===== src/include/ptd_pkg.sv =====
// Package: constants, carriers and states of the program table and data map block
package ptd_pkg;

    // ==================================================================
    // Widths
    localparam int PTD_PM_AW = 11;
    localparam int PTD_DM_AW = 8;

    // ==================================================================
    // Program memory
    localparam logic [10:0] PTD_PC_RESET_VEC = 11'h000;
    localparam logic [2:0]  PTD_LAST_PAGE    = 3'h7;

    // ==================================================================
    // Data memory map
    localparam logic [7:0] PTD_SFR_TOP   = 8'h7F;
    localparam logic [7:0] PTD_EEC_ADDR  = 8'h40;
    localparam logic [7:0] PTD_GP_BASE   = 8'h80;
    localparam logic [7:0] PTD_GP_LAST   = 8'hBF;
    localparam logic [7:0] PTD_BSP_ADDR  = 8'h04;
    localparam logic [7:0] PTD_TBLP_ADDR = 8'h07;
    localparam logic [7:0] PTD_TBHP_ADDR = 8'h08;
    localparam logic [7:0] PTD_TABLE_HIGH_LATCH_ADDR = 8'h09;
    localparam logic [7:0] PTD_UNIMPL    = 8'h00;
    localparam int         PTD_BANK_BIT  = 0;

    // ==================================================================
    // Reset values
    localparam logic [7:0] PTD_BSP_RST  = 8'h00;
    localparam logic [7:0] PTD_TBLP_RST = 8'h00;
    localparam logic [7:0] PTD_TBHP_RST = 8'h00;
    localparam logic [7:0] PTD_TABLE_HIGH_LATCH_RST = 8'h00;

    // ==================================================================
    // Serial programming link
    localparam logic [2:0] PTD_ICP_LAST_BIT = 3'h7;

    // ==================================================================
    // Carriers and states
    typedef struct packed {
        logic       rd;
        logic       wr;
        logic       indirect;
        logic [7:0] addr;
        logic [7:0] wdata;
    } ptd_dm_req_t;

    typedef struct packed {
        logic       valid;
        logic       last_page;
        logic [7:0] dest;
    } ptd_tbl_req_t;

    typedef enum logic [1:0] {
        TBL_IDLE    = 2'b00,
        TBL_FETCH   = 2'b01,
        TBL_CAPTURE = 2'b10
    } ptd_tbl_state_t;

    typedef enum logic [2:0] {
        RG_NONE  = 3'b000,
        RG_BSP   = 3'b001,
        RG_TBLP  = 3'b010,
        RG_TBHP  = 3'b011,
        RG_TABLE_HIGH_LATCH  = 3'b100,
        RG_EXT   = 3'b101,
        RG_EEC   = 3'b110,
        RG_GPRAM = 3'b111
    } ptd_region_t;

endpackage : ptd_pkg


===== src/ptd_gpram.sv =====
// General purpose data RAM, one byte wide, synchronous read
module ptd_gpram
#(
    parameter int DEPTH = 64,
    parameter int AW    = 6
)
(
    // Clock
    input  wire logic          clk_sys,
    // Access
    input  wire logic          we,
    input  wire logic [AW-1:0] waddr,
    input  wire logic [7:0]    wdata,
    input  wire logic [AW-1:0] raddr,
    output logic      [7:0]    rdata_q
);
    import ptd_pkg::*;

    // ==================================================================
    // Storage: contents are volatile, no reset
    logic [7:0] mem [DEPTH];
    logic [7:0] rdata_d;

    always_comb
    begin
        rdata_d = mem[raddr];
    end

    always_ff @(posedge clk_sys)
    begin
        if (we)
        begin
            mem[waddr] <= wdata;
        end
        rdata_q <= rdata_d;
    end

endmodule : ptd_gpram


===== src/ptd_core.sv =====
// Program table read path, reset vector, banked data map and serial programming pins
// ==================================================================
module ptd_core
#(
    parameter int PM_WORD_W = 16,
    parameter int GP_DEPTH  = 64
)
(
    // Clock and reset
    input  wire logic                       clk_sys,
    input  wire logic                       rst,
    // Program counter control
    input  wire logic                       pc_step,
    input  wire logic                       pc_load,
    input  wire logic [ptd_pkg::PTD_PM_AW-1:0] pc_load_addr,
    output logic      [ptd_pkg::PTD_PM_AW-1:0] pc_q,
    // Table read request
    input  wire ptd_pkg::ptd_tbl_req_t      tbl_req,
    output logic                            tbl_busy_q,
    output logic                            tbl_done_q,
    // Program memory read port
    output logic      [ptd_pkg::PTD_PM_AW-1:0] pm_addr_q,
    output logic                            pm_rd_q,
    input  wire logic [PM_WORD_W-1:0]       pm_data,
    // Data memory access
    input  wire ptd_pkg::ptd_dm_req_t       dm_req,
    output logic      [7:0]                 dm_rdata_q,
    output logic                            dm_rvalid_q,
    output logic      [7:0]                 bank_select_pointer_q,
    // Other special function registers
    output logic      [7:0]                 sfr_addr_q,
    output logic      [7:0]                 sfr_wdata_q,
    output logic                            sfr_rd_q,
    output logic                            sfr_wr_q,
    output logic                            eeprom_sel_q,
    input  wire logic [7:0]                 sfr_rdata,
    input  wire logic                       sfr_hit,
    // Serial programming pins
    input  wire logic                       prog_serial_clock,
    input  wire logic                       prog_serial_data_i,
    output logic                            prog_serial_data_o_q,
    output logic                            prog_serial_data_oe_q,
    output logic      [7:0]                 icp_rx_byte_q,
    output logic                            icp_rx_valid_q,
    input  wire logic                       icp_tx_load,
    input  wire logic [7:0]                 icp_tx_byte
);
    import ptd_pkg::*;

    localparam int GP_AW = $clog2(GP_DEPTH);

    // ==================================================================
    // Address decode, shared by software and table write paths
    function automatic ptd_region_t dm_decode(input logic [7:0] a, input logic bank1);
        ptd_region_t r;
        r = RG_NONE;
        if (a <= PTD_SFR_TOP)
        begin
            if (a == PTD_EEC_ADDR)
                r = bank1 ? RG_EEC : RG_NONE;
            else if (a == PTD_BSP_ADDR)
                r = RG_BSP;
            else if (a == PTD_TBLP_ADDR)
                r = RG_TBLP;
            else if (a == PTD_TBHP_ADDR)
                r = RG_TBHP;
            else if (a == PTD_TABLE_HIGH_LATCH_ADDR)
                r = RG_TABLE_HIGH_LATCH;
            else
                r = RG_EXT;
        end
        else if (!bank1 && a <= PTD_GP_LAST)
        begin
            r = RG_GPRAM;
        end
        return r;
    endfunction : dm_decode

    // ==================================================================
    // Program counter
    logic [PTD_PM_AW-1:0] pc_d;

    always_comb
    begin
        pc_d = pc_q;
        if (pc_load)
            pc_d = pc_load_addr;
        else if (pc_step)
            pc_d = pc_q + 11'h001;
    end

    always_ff @(posedge clk_sys)
    begin
        if (rst)
            pc_q <= PTD_PC_RESET_VEC;
        else
            pc_q <= pc_d;
    end

    // ==================================================================
    // Table read sequencer
    ptd_tbl_state_t       tbl_st_q, tbl_st_d;
    logic [7:0]           tbl_dest_q, tbl_dest_d;
    logic [PTD_PM_AW-1:0] pm_addr_d;
    logic                 pm_rd_d, tbl_busy_d, tbl_done_d;
    logic [7:0]           tblp_q, tblp_d, tbhp_q, tbhp_d, table_high_latch_q, table_high_latch_d;
    logic [7:0]           bsp_d;
    logic [15:0]          pm_word_ext;
    logic                 tbl_wr;

    // Zero padding of a narrow word makes missing high bits read as zero
    assign pm_word_ext = 16'(pm_data);
    assign tbl_wr      = (tbl_st_q == TBL_CAPTURE);

    always_comb
    begin
        tbl_st_d   = tbl_st_q;
        tbl_dest_d = tbl_dest_q;
        pm_addr_d  = pm_addr_q;
        pm_rd_d    = 1'b0;
        tbl_done_d = 1'b0;
        unique case (tbl_st_q)
            TBL_IDLE:
            begin
                if (tbl_req.valid)
                begin
                    tbl_st_d   = TBL_FETCH;
                    tbl_dest_d = tbl_req.dest;
                    pm_rd_d    = 1'b1;
                    if (tbl_req.last_page)
                        pm_addr_d = {PTD_LAST_PAGE, tblp_q};
                    else
                        pm_addr_d = {tbhp_q[2:0], tblp_q};
                end
            end
            TBL_FETCH:
            begin
                tbl_st_d = TBL_CAPTURE;
            end
            TBL_CAPTURE:
            begin
                tbl_st_d   = TBL_IDLE;
                tbl_done_d = 1'b1;
            end
            default:
            begin
                tbl_st_d = TBL_IDLE;
            end
        endcase
        tbl_busy_d = (tbl_st_d != TBL_IDLE);
    end

    always_ff @(posedge clk_sys)
    begin
        if (rst)
        begin
            tbl_st_q   <= TBL_IDLE;
            tbl_dest_q <= 8'h00;
            pm_addr_q  <= PTD_PC_RESET_VEC;
            pm_rd_q    <= 1'b0;
            tbl_busy_q <= 1'b0;
            tbl_done_q <= 1'b0;
        end
        else
        begin
            tbl_st_q   <= tbl_st_d;
            tbl_dest_q <= tbl_dest_d;
            pm_addr_q  <= pm_addr_d;
            pm_rd_q    <= pm_rd_d;
            tbl_busy_q <= tbl_busy_d;
            tbl_done_q <= tbl_done_d;
        end
    end

    // ==================================================================
    // Data memory access; requests are ignored while a table read runs
    logic        acc_take, acc_bank1, wr_en, gp_we;
    logic [7:0]  wr_addr, wr_data;
    ptd_region_t acc_rg, wr_rg;
    ptd_region_t rd_rg_q, rd_rg_d;
    logic        rd_pend_q, rd_pend_d;
    logic [7:0]  rd_fix_q, rd_fix_d;
    logic [7:0]  dm_rdata_d, gp_rdata_q;
    logic        dm_rvalid_d;
    logic [7:0]  sfr_addr_d, sfr_wdata_d;
    logic        sfr_rd_d, sfr_wr_d, eec_d;

    assign acc_take  = (dm_req.rd || dm_req.wr) && (tbl_st_q == TBL_IDLE);
    // Only indirect accesses follow the bank pointer
    assign acc_bank1 = dm_req.indirect && bank_select_pointer_q[PTD_BANK_BIT];
    assign acc_rg    = dm_decode(dm_req.addr, acc_bank1);
    // Table operand is a direct address, hence bank 0
    assign wr_addr   = tbl_wr ? tbl_dest_q : dm_req.addr;
    assign wr_data   = tbl_wr ? pm_word_ext[7:0] : dm_req.wdata;
    assign wr_rg     = tbl_wr ? dm_decode(tbl_dest_q, 1'b0) : acc_rg;
    assign wr_en     = tbl_wr || (acc_take && dm_req.wr);
    assign gp_we     = wr_en && (wr_rg == RG_GPRAM);

    always_comb
    begin
        bsp_d  = bank_select_pointer_q;
        tblp_d = tblp_q;
        tbhp_d = tbhp_q;
        table_high_latch_d = table_high_latch_q;
        if (wr_en && wr_rg == RG_BSP)
            bsp_d = {7'h00, wr_data[PTD_BANK_BIT]};
        if (wr_en && wr_rg == RG_TBLP)
            tblp_d = wr_data;
        if (wr_en && wr_rg == RG_TBHP)
            tbhp_d = {5'h00, wr_data[2:0]};
        // Software writes to the latch fall through here with no effect
        if (tbl_wr)
            table_high_latch_d = pm_word_ext[15:8];
    end

    always_comb
    begin
        rd_pend_d   = acc_take && dm_req.rd;
        rd_rg_d     = acc_rg;
        rd_fix_d    = PTD_UNIMPL;
        sfr_addr_d  = dm_req.addr;
        sfr_wdata_d = dm_req.wdata;
        sfr_rd_d    = acc_take && dm_req.rd && (acc_rg == RG_EXT || acc_rg == RG_EEC);
        sfr_wr_d    = acc_take && dm_req.wr && (acc_rg == RG_EXT || acc_rg == RG_EEC);
        eec_d       = acc_take && (acc_rg == RG_EEC);
        unique case (acc_rg)
            RG_BSP:   rd_fix_d = bank_select_pointer_q;
            RG_TBLP:  rd_fix_d = tblp_q;
            RG_TBHP:  rd_fix_d = tbhp_q;
            RG_TABLE_HIGH_LATCH:  rd_fix_d = table_high_latch_q;
            RG_NONE, RG_EXT, RG_EEC, RG_GPRAM: rd_fix_d = PTD_UNIMPL;
        endcase
        dm_rvalid_d = rd_pend_q;
        dm_rdata_d  = PTD_UNIMPL;
        if (rd_pend_q)
        begin
            unique case (rd_rg_q)
                RG_GPRAM:       dm_rdata_d = gp_rdata_q;
                RG_EXT, RG_EEC: dm_rdata_d = sfr_hit ? sfr_rdata : PTD_UNIMPL;
                RG_NONE, RG_BSP, RG_TBLP, RG_TBHP, RG_TABLE_HIGH_LATCH: dm_rdata_d = rd_fix_q;
            endcase
        end
    end

    always_ff @(posedge clk_sys)
    begin
        if (rst)
        begin
            bank_select_pointer_q <= PTD_BSP_RST;
            tblp_q       <= PTD_TBLP_RST;
            tbhp_q       <= PTD_TBHP_RST;
            table_high_latch_q       <= PTD_TABLE_HIGH_LATCH_RST;
            rd_pend_q    <= 1'b0;
            rd_rg_q      <= RG_NONE;
            rd_fix_q     <= PTD_UNIMPL;
            dm_rdata_q   <= PTD_UNIMPL;
            dm_rvalid_q  <= 1'b0;
            sfr_addr_q   <= 8'h00;
            sfr_wdata_q  <= 8'h00;
            sfr_rd_q     <= 1'b0;
            sfr_wr_q     <= 1'b0;
            eeprom_sel_q <= 1'b0;
        end
        else
        begin
            bank_select_pointer_q <= bsp_d;
            tblp_q       <= tblp_d;
            tbhp_q       <= tbhp_d;
            table_high_latch_q       <= table_high_latch_d;
            rd_pend_q    <= rd_pend_d;
            rd_rg_q      <= rd_rg_d;
            rd_fix_q     <= rd_fix_d;
            dm_rdata_q   <= dm_rdata_d;
            dm_rvalid_q  <= dm_rvalid_d;
            sfr_addr_q   <= sfr_addr_d;
            sfr_wdata_q  <= sfr_wdata_d;
            sfr_rd_q     <= sfr_rd_d;
            sfr_wr_q     <= sfr_wr_d;
            eeprom_sel_q <= eec_d;
        end
    end

    ptd_gpram #(.DEPTH(GP_DEPTH), .AW(GP_AW)) u_gpram
    (
        .clk_sys (clk_sys),
        .we      (gp_we),
        .waddr   (wr_addr[GP_AW-1:0]),
        .wdata   (wr_data),
        .raddr   (dm_req.addr[GP_AW-1:0]),
        .rdata_q (gp_rdata_q)
    );

    // ==================================================================
    // Serial programming pins: three-flop synchronisers
    logic [1:0] pin_raw;
    logic [1:0] sync1_q, sync2_q, sync3_q, stab_q, stab_d;

    assign pin_raw = {prog_serial_clock, prog_serial_data_i};

    genvar gi;
    generate
        for (gi = 0; gi < 2; gi++)
        begin : g_sync
            always_comb
            begin
                stab_d[gi] = (sync2_q[gi] == sync3_q[gi]) ? sync3_q[gi] : stab_q[gi];
            end
            always_ff @(posedge clk_sys)
            begin
                if (rst)
                begin
                    sync1_q[gi] <= 1'b0;
                    sync2_q[gi] <= 1'b0;
                    sync3_q[gi] <= 1'b0;
                    stab_q[gi]  <= 1'b0;
                end
                else
                begin
                    sync1_q[gi] <= pin_raw[gi];
                    sync2_q[gi] <= sync1_q[gi];
                    sync3_q[gi] <= sync2_q[gi];
                    stab_q[gi]  <= stab_d[gi];
                end
            end
        end
    endgenerate

    // ==================================================================
    // Serial shifter: receive on rising clock, send on falling clock
    logic       sck_rise, sck_fall;
    logic [7:0] rx_sh_q, rx_sh_d, tx_sh_q, tx_sh_d, rx_byte_d;
    logic [2:0] bit_q, bit_d;
    logic       tx_act_q, tx_act_d, rx_vld_d, sd_o_d;

    assign sck_rise = stab_d[1] && !stab_q[1];
    assign sck_fall = !stab_d[1] && stab_q[1];

    always_comb
    begin
        rx_sh_d   = rx_sh_q;
        tx_sh_d   = tx_sh_q;
        bit_d     = bit_q;
        tx_act_d  = tx_act_q;
        rx_byte_d = icp_rx_byte_q;
        rx_vld_d  = 1'b0;
        sd_o_d    = prog_serial_data_o_q;
        if (icp_tx_load && !tx_act_q)
        begin
            // Msb goes out at load so the first rising clock already sees it
            sd_o_d   = icp_tx_byte[7];
            tx_sh_d  = {icp_tx_byte[6:0], 1'b0};
            tx_act_d = 1'b1;
            bit_d    = 3'h0;
        end
        else if (tx_act_q && sck_fall)
        begin
            sd_o_d  = tx_sh_q[7];
            tx_sh_d = {tx_sh_q[6:0], 1'b0};
        end
        else if (tx_act_q && sck_rise)
        begin
            bit_d = bit_q + 3'h1;
            if (bit_q == PTD_ICP_LAST_BIT)
                tx_act_d = 1'b0;
        end
        else if (sck_rise)
        begin
            rx_sh_d = {rx_sh_q[6:0], stab_q[0]};
            bit_d   = bit_q + 3'h1;
            if (bit_q == PTD_ICP_LAST_BIT)
            begin
                rx_byte_d = {rx_sh_q[6:0], stab_q[0]};
                rx_vld_d  = 1'b1;
            end
        end
    end

    always_ff @(posedge clk_sys)
    begin
        if (rst)
        begin
            rx_sh_q               <= 8'h00;
            tx_sh_q               <= 8'h00;
            bit_q                 <= 3'h0;
            tx_act_q              <= 1'b0;
            icp_rx_byte_q         <= 8'h00;
            icp_rx_valid_q        <= 1'b0;
            prog_serial_data_o_q  <= 1'b0;
            prog_serial_data_oe_q <= 1'b0;
        end
        else
        begin
            rx_sh_q               <= rx_sh_d;
            tx_sh_q               <= tx_sh_d;
            bit_q                 <= bit_d;
            tx_act_q              <= tx_act_d;
            icp_rx_byte_q         <= rx_byte_d;
            icp_rx_valid_q        <= rx_vld_d;
            prog_serial_data_o_q  <= sd_o_d;
            prog_serial_data_oe_q <= tx_act_d;
        end
    end

    // ==================================================================
    // Assertions
    property p_reset_vec;
        @(posedge clk_sys) rst |=> (pc_q == PTD_PC_RESET_VEC);
    endproperty
    a_reset_vec: assert property (p_reset_vec) else $error("pc not at reset vector");

    property p_tbl_addr;
        @(posedge clk_sys) disable iff (rst)
        (tbl_st_q == TBL_IDLE && tbl_req.valid && !tbl_req.last_page)
        |=> (pm_addr_q == {$past(tbhp_q[2:0]), $past(tblp_q)}) && pm_rd_q;
    endproperty
    a_tbl_addr: assert property (p_tbl_addr) else $error("table address wrong");

    property p_tbl_last;
        @(posedge clk_sys) disable iff (rst)
        (tbl_st_q == TBL_IDLE && tbl_req.valid && tbl_req.last_page)
        |=> (pm_addr_q[10:8] == PTD_LAST_PAGE) && (pm_addr_q[7:0] == $past(tblp_q));
    endproperty
    a_tbl_last: assert property (p_tbl_last) else $error("last page address wrong");

    property p_tbl_two;
        @(posedge clk_sys) disable iff (rst)
        (tbl_st_q == TBL_IDLE && tbl_req.valid)
        |=> tbl_busy_q [*2] ##1 (!tbl_busy_q && tbl_done_q);
    endproperty
    a_tbl_two: assert property (p_tbl_two) else $error("table read not two cycles");

    property p_table_high_latch_load;
        @(posedge clk_sys) disable iff (rst)
        tbl_wr |=> (table_high_latch_q == $past(pm_word_ext[15:8]));
    endproperty
    a_table_high_latch_load: assert property (p_table_high_latch_load) else $error("high latch not loaded");

    property p_table_high_latch_ro;
        @(posedge clk_sys) disable iff (rst)
        !tbl_wr |=> $stable(table_high_latch_q);
    endproperty
    a_table_high_latch_ro: assert property (p_table_high_latch_ro) else $error("high latch changed by software");

    property p_eec_bank0;
        @(posedge clk_sys) disable iff (rst)
        (acc_take && dm_req.addr == PTD_EEC_ADDR && !acc_bank1) |=> !eeprom_sel_q && !sfr_rd_q;
    endproperty
    a_eec_bank0: assert property (p_eec_bank0) else $error("eeprom reg decoded in bank 0");

    property p_direct_bank0;
        @(posedge clk_sys) disable iff (rst)
        (acc_take && dm_req.wr && !dm_req.indirect && dm_req.addr == PTD_GP_BASE)
        |-> gp_we;
    endproperty
    a_direct_bank0: assert property (p_direct_bank0) else $error("direct access left bank 0");

    property p_unimpl_zero;
        @(posedge clk_sys) disable iff (rst)
        (acc_take && dm_req.rd && acc_rg == RG_NONE) ##1 1'b1 |=> (dm_rdata_q == PTD_UNIMPL);
    endproperty
    a_unimpl_zero: assert property (p_unimpl_zero) else $error("unimplemented read not 00");

    property p_bank_bit;
        @(posedge clk_sys) disable iff (rst)
        bank_select_pointer_q[7:1] == 7'h00;
    endproperty
    a_bank_bit: assert property (p_bank_bit) else $error("bank pointer upper bits set");

    c_tbl_read:  cover property (@(posedge clk_sys) disable iff (rst) tbl_done_q);
    c_bank1_eec: cover property (@(posedge clk_sys) disable iff (rst) eeprom_sel_q && sfr_rd_q);
    c_gp_read:   cover property (@(posedge clk_sys) disable iff (rst)
                                 dm_rvalid_q && rd_rg_q == RG_GPRAM);
    c_icp_byte:  cover property (@(posedge clk_sys) disable iff (rst) icp_rx_valid_q);

endmodule : ptd_core


===== config.mk =====
export PLATFORM = sky130hd
export DESIGN_NAME = ptd_core
export DESIGN_NICKNAME = d
export VERILOG_FILES = /design/src/include/ptd_pkg.sv /design/src/ptd_gpram.sv /design/src/ptd_core.sv
export SDC_FILE = /design/constraint.sdc
export NUM_CORES = 1
export LEC_CHECK = 0
export BUFFER_PORTS_ARGS = -buffer_cell sky130_fd_sc_hd__buf_2
export CORE_ASPECT_RATIO = 1.1
export CORE_MARGIN = 2
export CORE_UTILIZATION = 55
export CTS_BUF_LIST = sky130_fd_sc_hd__clkbuf_4
export CTS_CLUSTER_DIAMETER = 60
export DETAILED_ROUTE_END_ITERATION = 16
export GPL_TIMING_DRIVEN = 0
export PLACE_DENSITY = 0.73
export SYNTH_ARGS = -nofsm -noshare
export SYNTH_HDL_FRONTEND = slang
export SYNTH_SLANG_ARGS = --single-unit

===== constraint.sdc =====
create_clock -name clk_sys -period 4.2 [get_ports clk_sys]
set_clock_uncertainty 0.05 [all_clocks]
set_input_delay 0.63 -clock clk_sys [delete_from_list [all_inputs] [get_ports clk_sys]]
set_output_delay 0.63 -clock clk_sys [all_outputs]
set_load 0.01 [all_outputs]

==> flow_metrics.py <==
metrics = {
    "sta": {
        "post-route-worst-setup-slack_ps": 405,
        "hold_slack_ps": 131,
        "max_transition_margin_pct": 24.4,
        "tightest_slew_ps": 1130,
        "layout_worst_path_cycle_share_pct": 90.4,
        "finalMaxSlewViolations": 0,
        "timing.final.crit_period_ps": 3790,
        "final_setup_tns_ps": 0,
        "setup_violations": 0,
        "final-hold-violation-count": 0,
        "maxClockFrequency_mhz": 264,
        "unrepaired_setup_endpoints_after_global_routing": "no",
    },
    "hold_path": {
        "holdCritPathClass": "input port to flip-flop",
        "hold-path-cell-count": 3,
    },
    "run_status": {
        "status": "completed",
    },
    "worst_setup_path": {
        "critPathRequiredTime_ps": 4810,
        "setup.worst_path.class": "flip-flop to flip-flop",
        "startpoint_type": "flip-flop",
        "critPathMaxFanout": 10,
        "worstPathArrival_ps": 4400,
        "setup.worst_path.end_class": "flip-flop",
        "ff2ff_path_depth": 6,
    },
    "pwr": {
        "ir_drop_uv": 236,
        "power.static_leakage_uw": 0.0106,
        "power_density_over_the_cells_mw_per_mm2": 429,
    },
    "finish": {
        "flip_flop_count_of_the_largest_register_all_copies_and_words_added": 512,
        "registers.top_by_ff_count": "u_gpram.mem",
        "post_route_cells_drive_above_1_share_pct": 35.8,
        "layout_top_registers": "u_gpram.mem x512, pc_q x11, pm_addr_q x11",
        "total_of_fill_cells_in_the_finished_design": 2994,
        "total_non_filler_cell_area_in_the_finished_layout_sq_mm": 0.0308,
        "flow.area_growth_from_synthesis_pct": 20.0,
        "num-nets-final": 2023,
    },
    "synthesis": {
        "synth_top_area_share_pct": 60.0,
        "syn_inst": 1499,
        "netlist-cell-type-count": 65,
        "ys_seq_elements": 651,
        "yosys.area.top_type": "edfxtp_1",
        "synth-edff-count": 512,
        "synthesis.yosys.warnings": 0,
        "synth.top_cells.by_area": "edfxtp_1 (60%), mux4_2 (14%), dfxtp_1 (11%)",
        "post_synth.cell_area_avg_sq_um": 17.1,
        "synth.most_common_cell": "edfxtp_1",
        "yosys-top-cells-count": "edfxtp_1 (512), mux4_2 (160), dfxtp_1 (139), nand2_1 (124), nor2_1 (70)",
        "synth-seq-area-share_pct": 70.8,
        "post_synth_instance_area_sq_mm": 0.0256,
        "synth_flop_cell": "edfxtp_1",
        "async_flop_share_pct": 0,
    },
    "drt": {
        "vias_per_cell": 6.14,
        "ant_nets": 0,
        "vias": 16100,
        "detail_route.wirelength_microns": 64400,
        "drc": 0,
        "drt-initial-drc-count": 1836,
        "detailed_route_wire_length_per_cell_microns": 24.5,
        "tritonroute_pass_1_iters": 8,
    },
    "die": {
        "fp.dieArea_sq_mm": 0.0484,
        "die_w_microns": 210,
        "rows": 82,
        "start_util_pct": 56.0,
        "io_pins": 152,
        "core-area_sq_mm": 0.0458,
        "chipHeight_microns": 230,
    },
    "clock_tree": {
        "clk_latency_ps": 980,
        "cts_post_setup_buffers_inserted": 0,
        "cts-htree-levels": 4,
        "cts_buffers": 156,
        "clk_transition_reported_paths_ps": 70,
        "clock_path_buffers": 3,
        "cts-resized-gates": 0,
        "clk_sinks": 651,
        "cts.root.buffer_cell": "clkbuf_4",
        "cts_tree": "yes",
    },
    "grt": {
        "grt_antenna_before_repair": 2,
        "overflow": 0,
        "grt_first_pass_wirelength_microns": 96000,
        "grt_start_max_net_pins": 65,
        "first_global_vias": 16300,
        "grt_util_all_layers_pct": 27.1,
    },
    "flow_run": {
        "max_cap_viol_count": 0,
    },
    "place": {
        "placement.cell_area_sq_mm": 0.0282,
        "post-dp-hpwl_microns": 43200,
        "place_ws_ps": 209,
        "finalWeightedCongestion": 0.921,
        "portBuffers": 138,
    },
}
-- worst paths after layout --
check / to / slack [ps] / from
worst min-delay path: u_gpram.mem[6][5] / 130 / pm_data[5]
worst max-delay path: u_gpram.mem[28][3] / 410 / tbl_st_q[0]
worst min register to register: sync2_q[0] / 390 / sync1_q[0]
worst max register to register: u_gpram.mem[28][3] / 410 / tbl_st_q[0]
-- report_power, final --
group / leakage [uW] / switching [uW] / internal (uW) / total [uW]
Sequential: 0.00574 / 35.4 / 7030 / 7070
Combinational: 0.00371 / 628 / 379 / 1010
Clock: 0.00115 / 2390 / 2720 / 5110
Total: 0.0106 / 3060 / 10100 / 13200
-- timing repair --
item                                    in CTS  in global routing
endpoints found under the hold margin       73                  0
hold buffers                                67                  0
endpoints found under the setup margin       0                  0
-- layout by cell type, fill, tap and decap left out, types with 7 or more instances in the layout --
cell type / n
a21oi_1: 63
nor2_1: 70
xor2_1: 7
mux2i_1: 24
buf_1: 24
dlygate4sd3_1: 67
clkbuf_4: 223
clkbuf_1: 44
conb_1: 7
nor3_1: 18
nand2_2: 7
nand2_1: 117
and3_1: 10
nor4_2: 64
buf_4: 71
edfxtp_1: 512
a222oi_1: 8
dfxtp_1: 139
nand3b_1: 8
inv_2: 7
o21ai_0: 10
a22oi_1: 17
a211oi_1: 11
buf_6: 7
nand3_1: 14
clkinv_1: 12
nor3b_1: 9
buf_2: 160
mux4_2: 160
nor2b_1: 31
-- cell type report --
class	instances	area [sq um]	share of cell area (%)
Clock buffer	223	1670	5.44
Timing Repair Buffer	277	2020	6.56
Sequential cell	651	18200	59.0
Buffer	105	502	1.63
Inverter	5	18.8	0.0610
Multi-Input combinational cell	744	7400	24.1
Clock inverter	27	244	0.793
Tap cell	588	736	2.39
Antenna cell	4	10.0	0.0325
-- per-stage QoR --
step | std cells | utilization [%] | power (uW)
floorplan | 1505 | - | 7750
global placement | 2231 | 59.2 | 8060
detailed placement | 2303 | 61.5 | 8140
global route | 2622 | 67.2 | 13600
CTS | 2620 | 67.2 | 13300
finish | 2624 | 67.2 | 13200
-- critical path, stage by stage (launching register included) --
cell      delay, ps
dfxtp_1         480
nand2b_1        250
clkbuf_1        580
mux2i_1         510
nand3_1         650
nor4_2          670
buf_4           270
-- per-layer routing --
metal	up-vias	share of wire, %	GRT usage (%)
li1	6947	-	-
met5	-	0	0
met3	198	9.3	8.71
met1	8029	37	33.3
met2	935	49	43.5
met4	0	4.7	14.0
-- kinds of logic after synthesis --
kind of cell             count (synthesis)  synth area share (%)
buffers and inverters                  110                  2.03
flip-flops                             651                  70.8
AND/OR/NAND/NOR                        386                  7.66
adder cells (fa/ha/maj)                  3                 0.146
AO/OA/AOI/OAI                          151                  3.90
other                                    1                0.0146
multiplexers                           184                  15.0
XOR/XNOR                                13                 0.444
(Power assumes the default switching activity.)
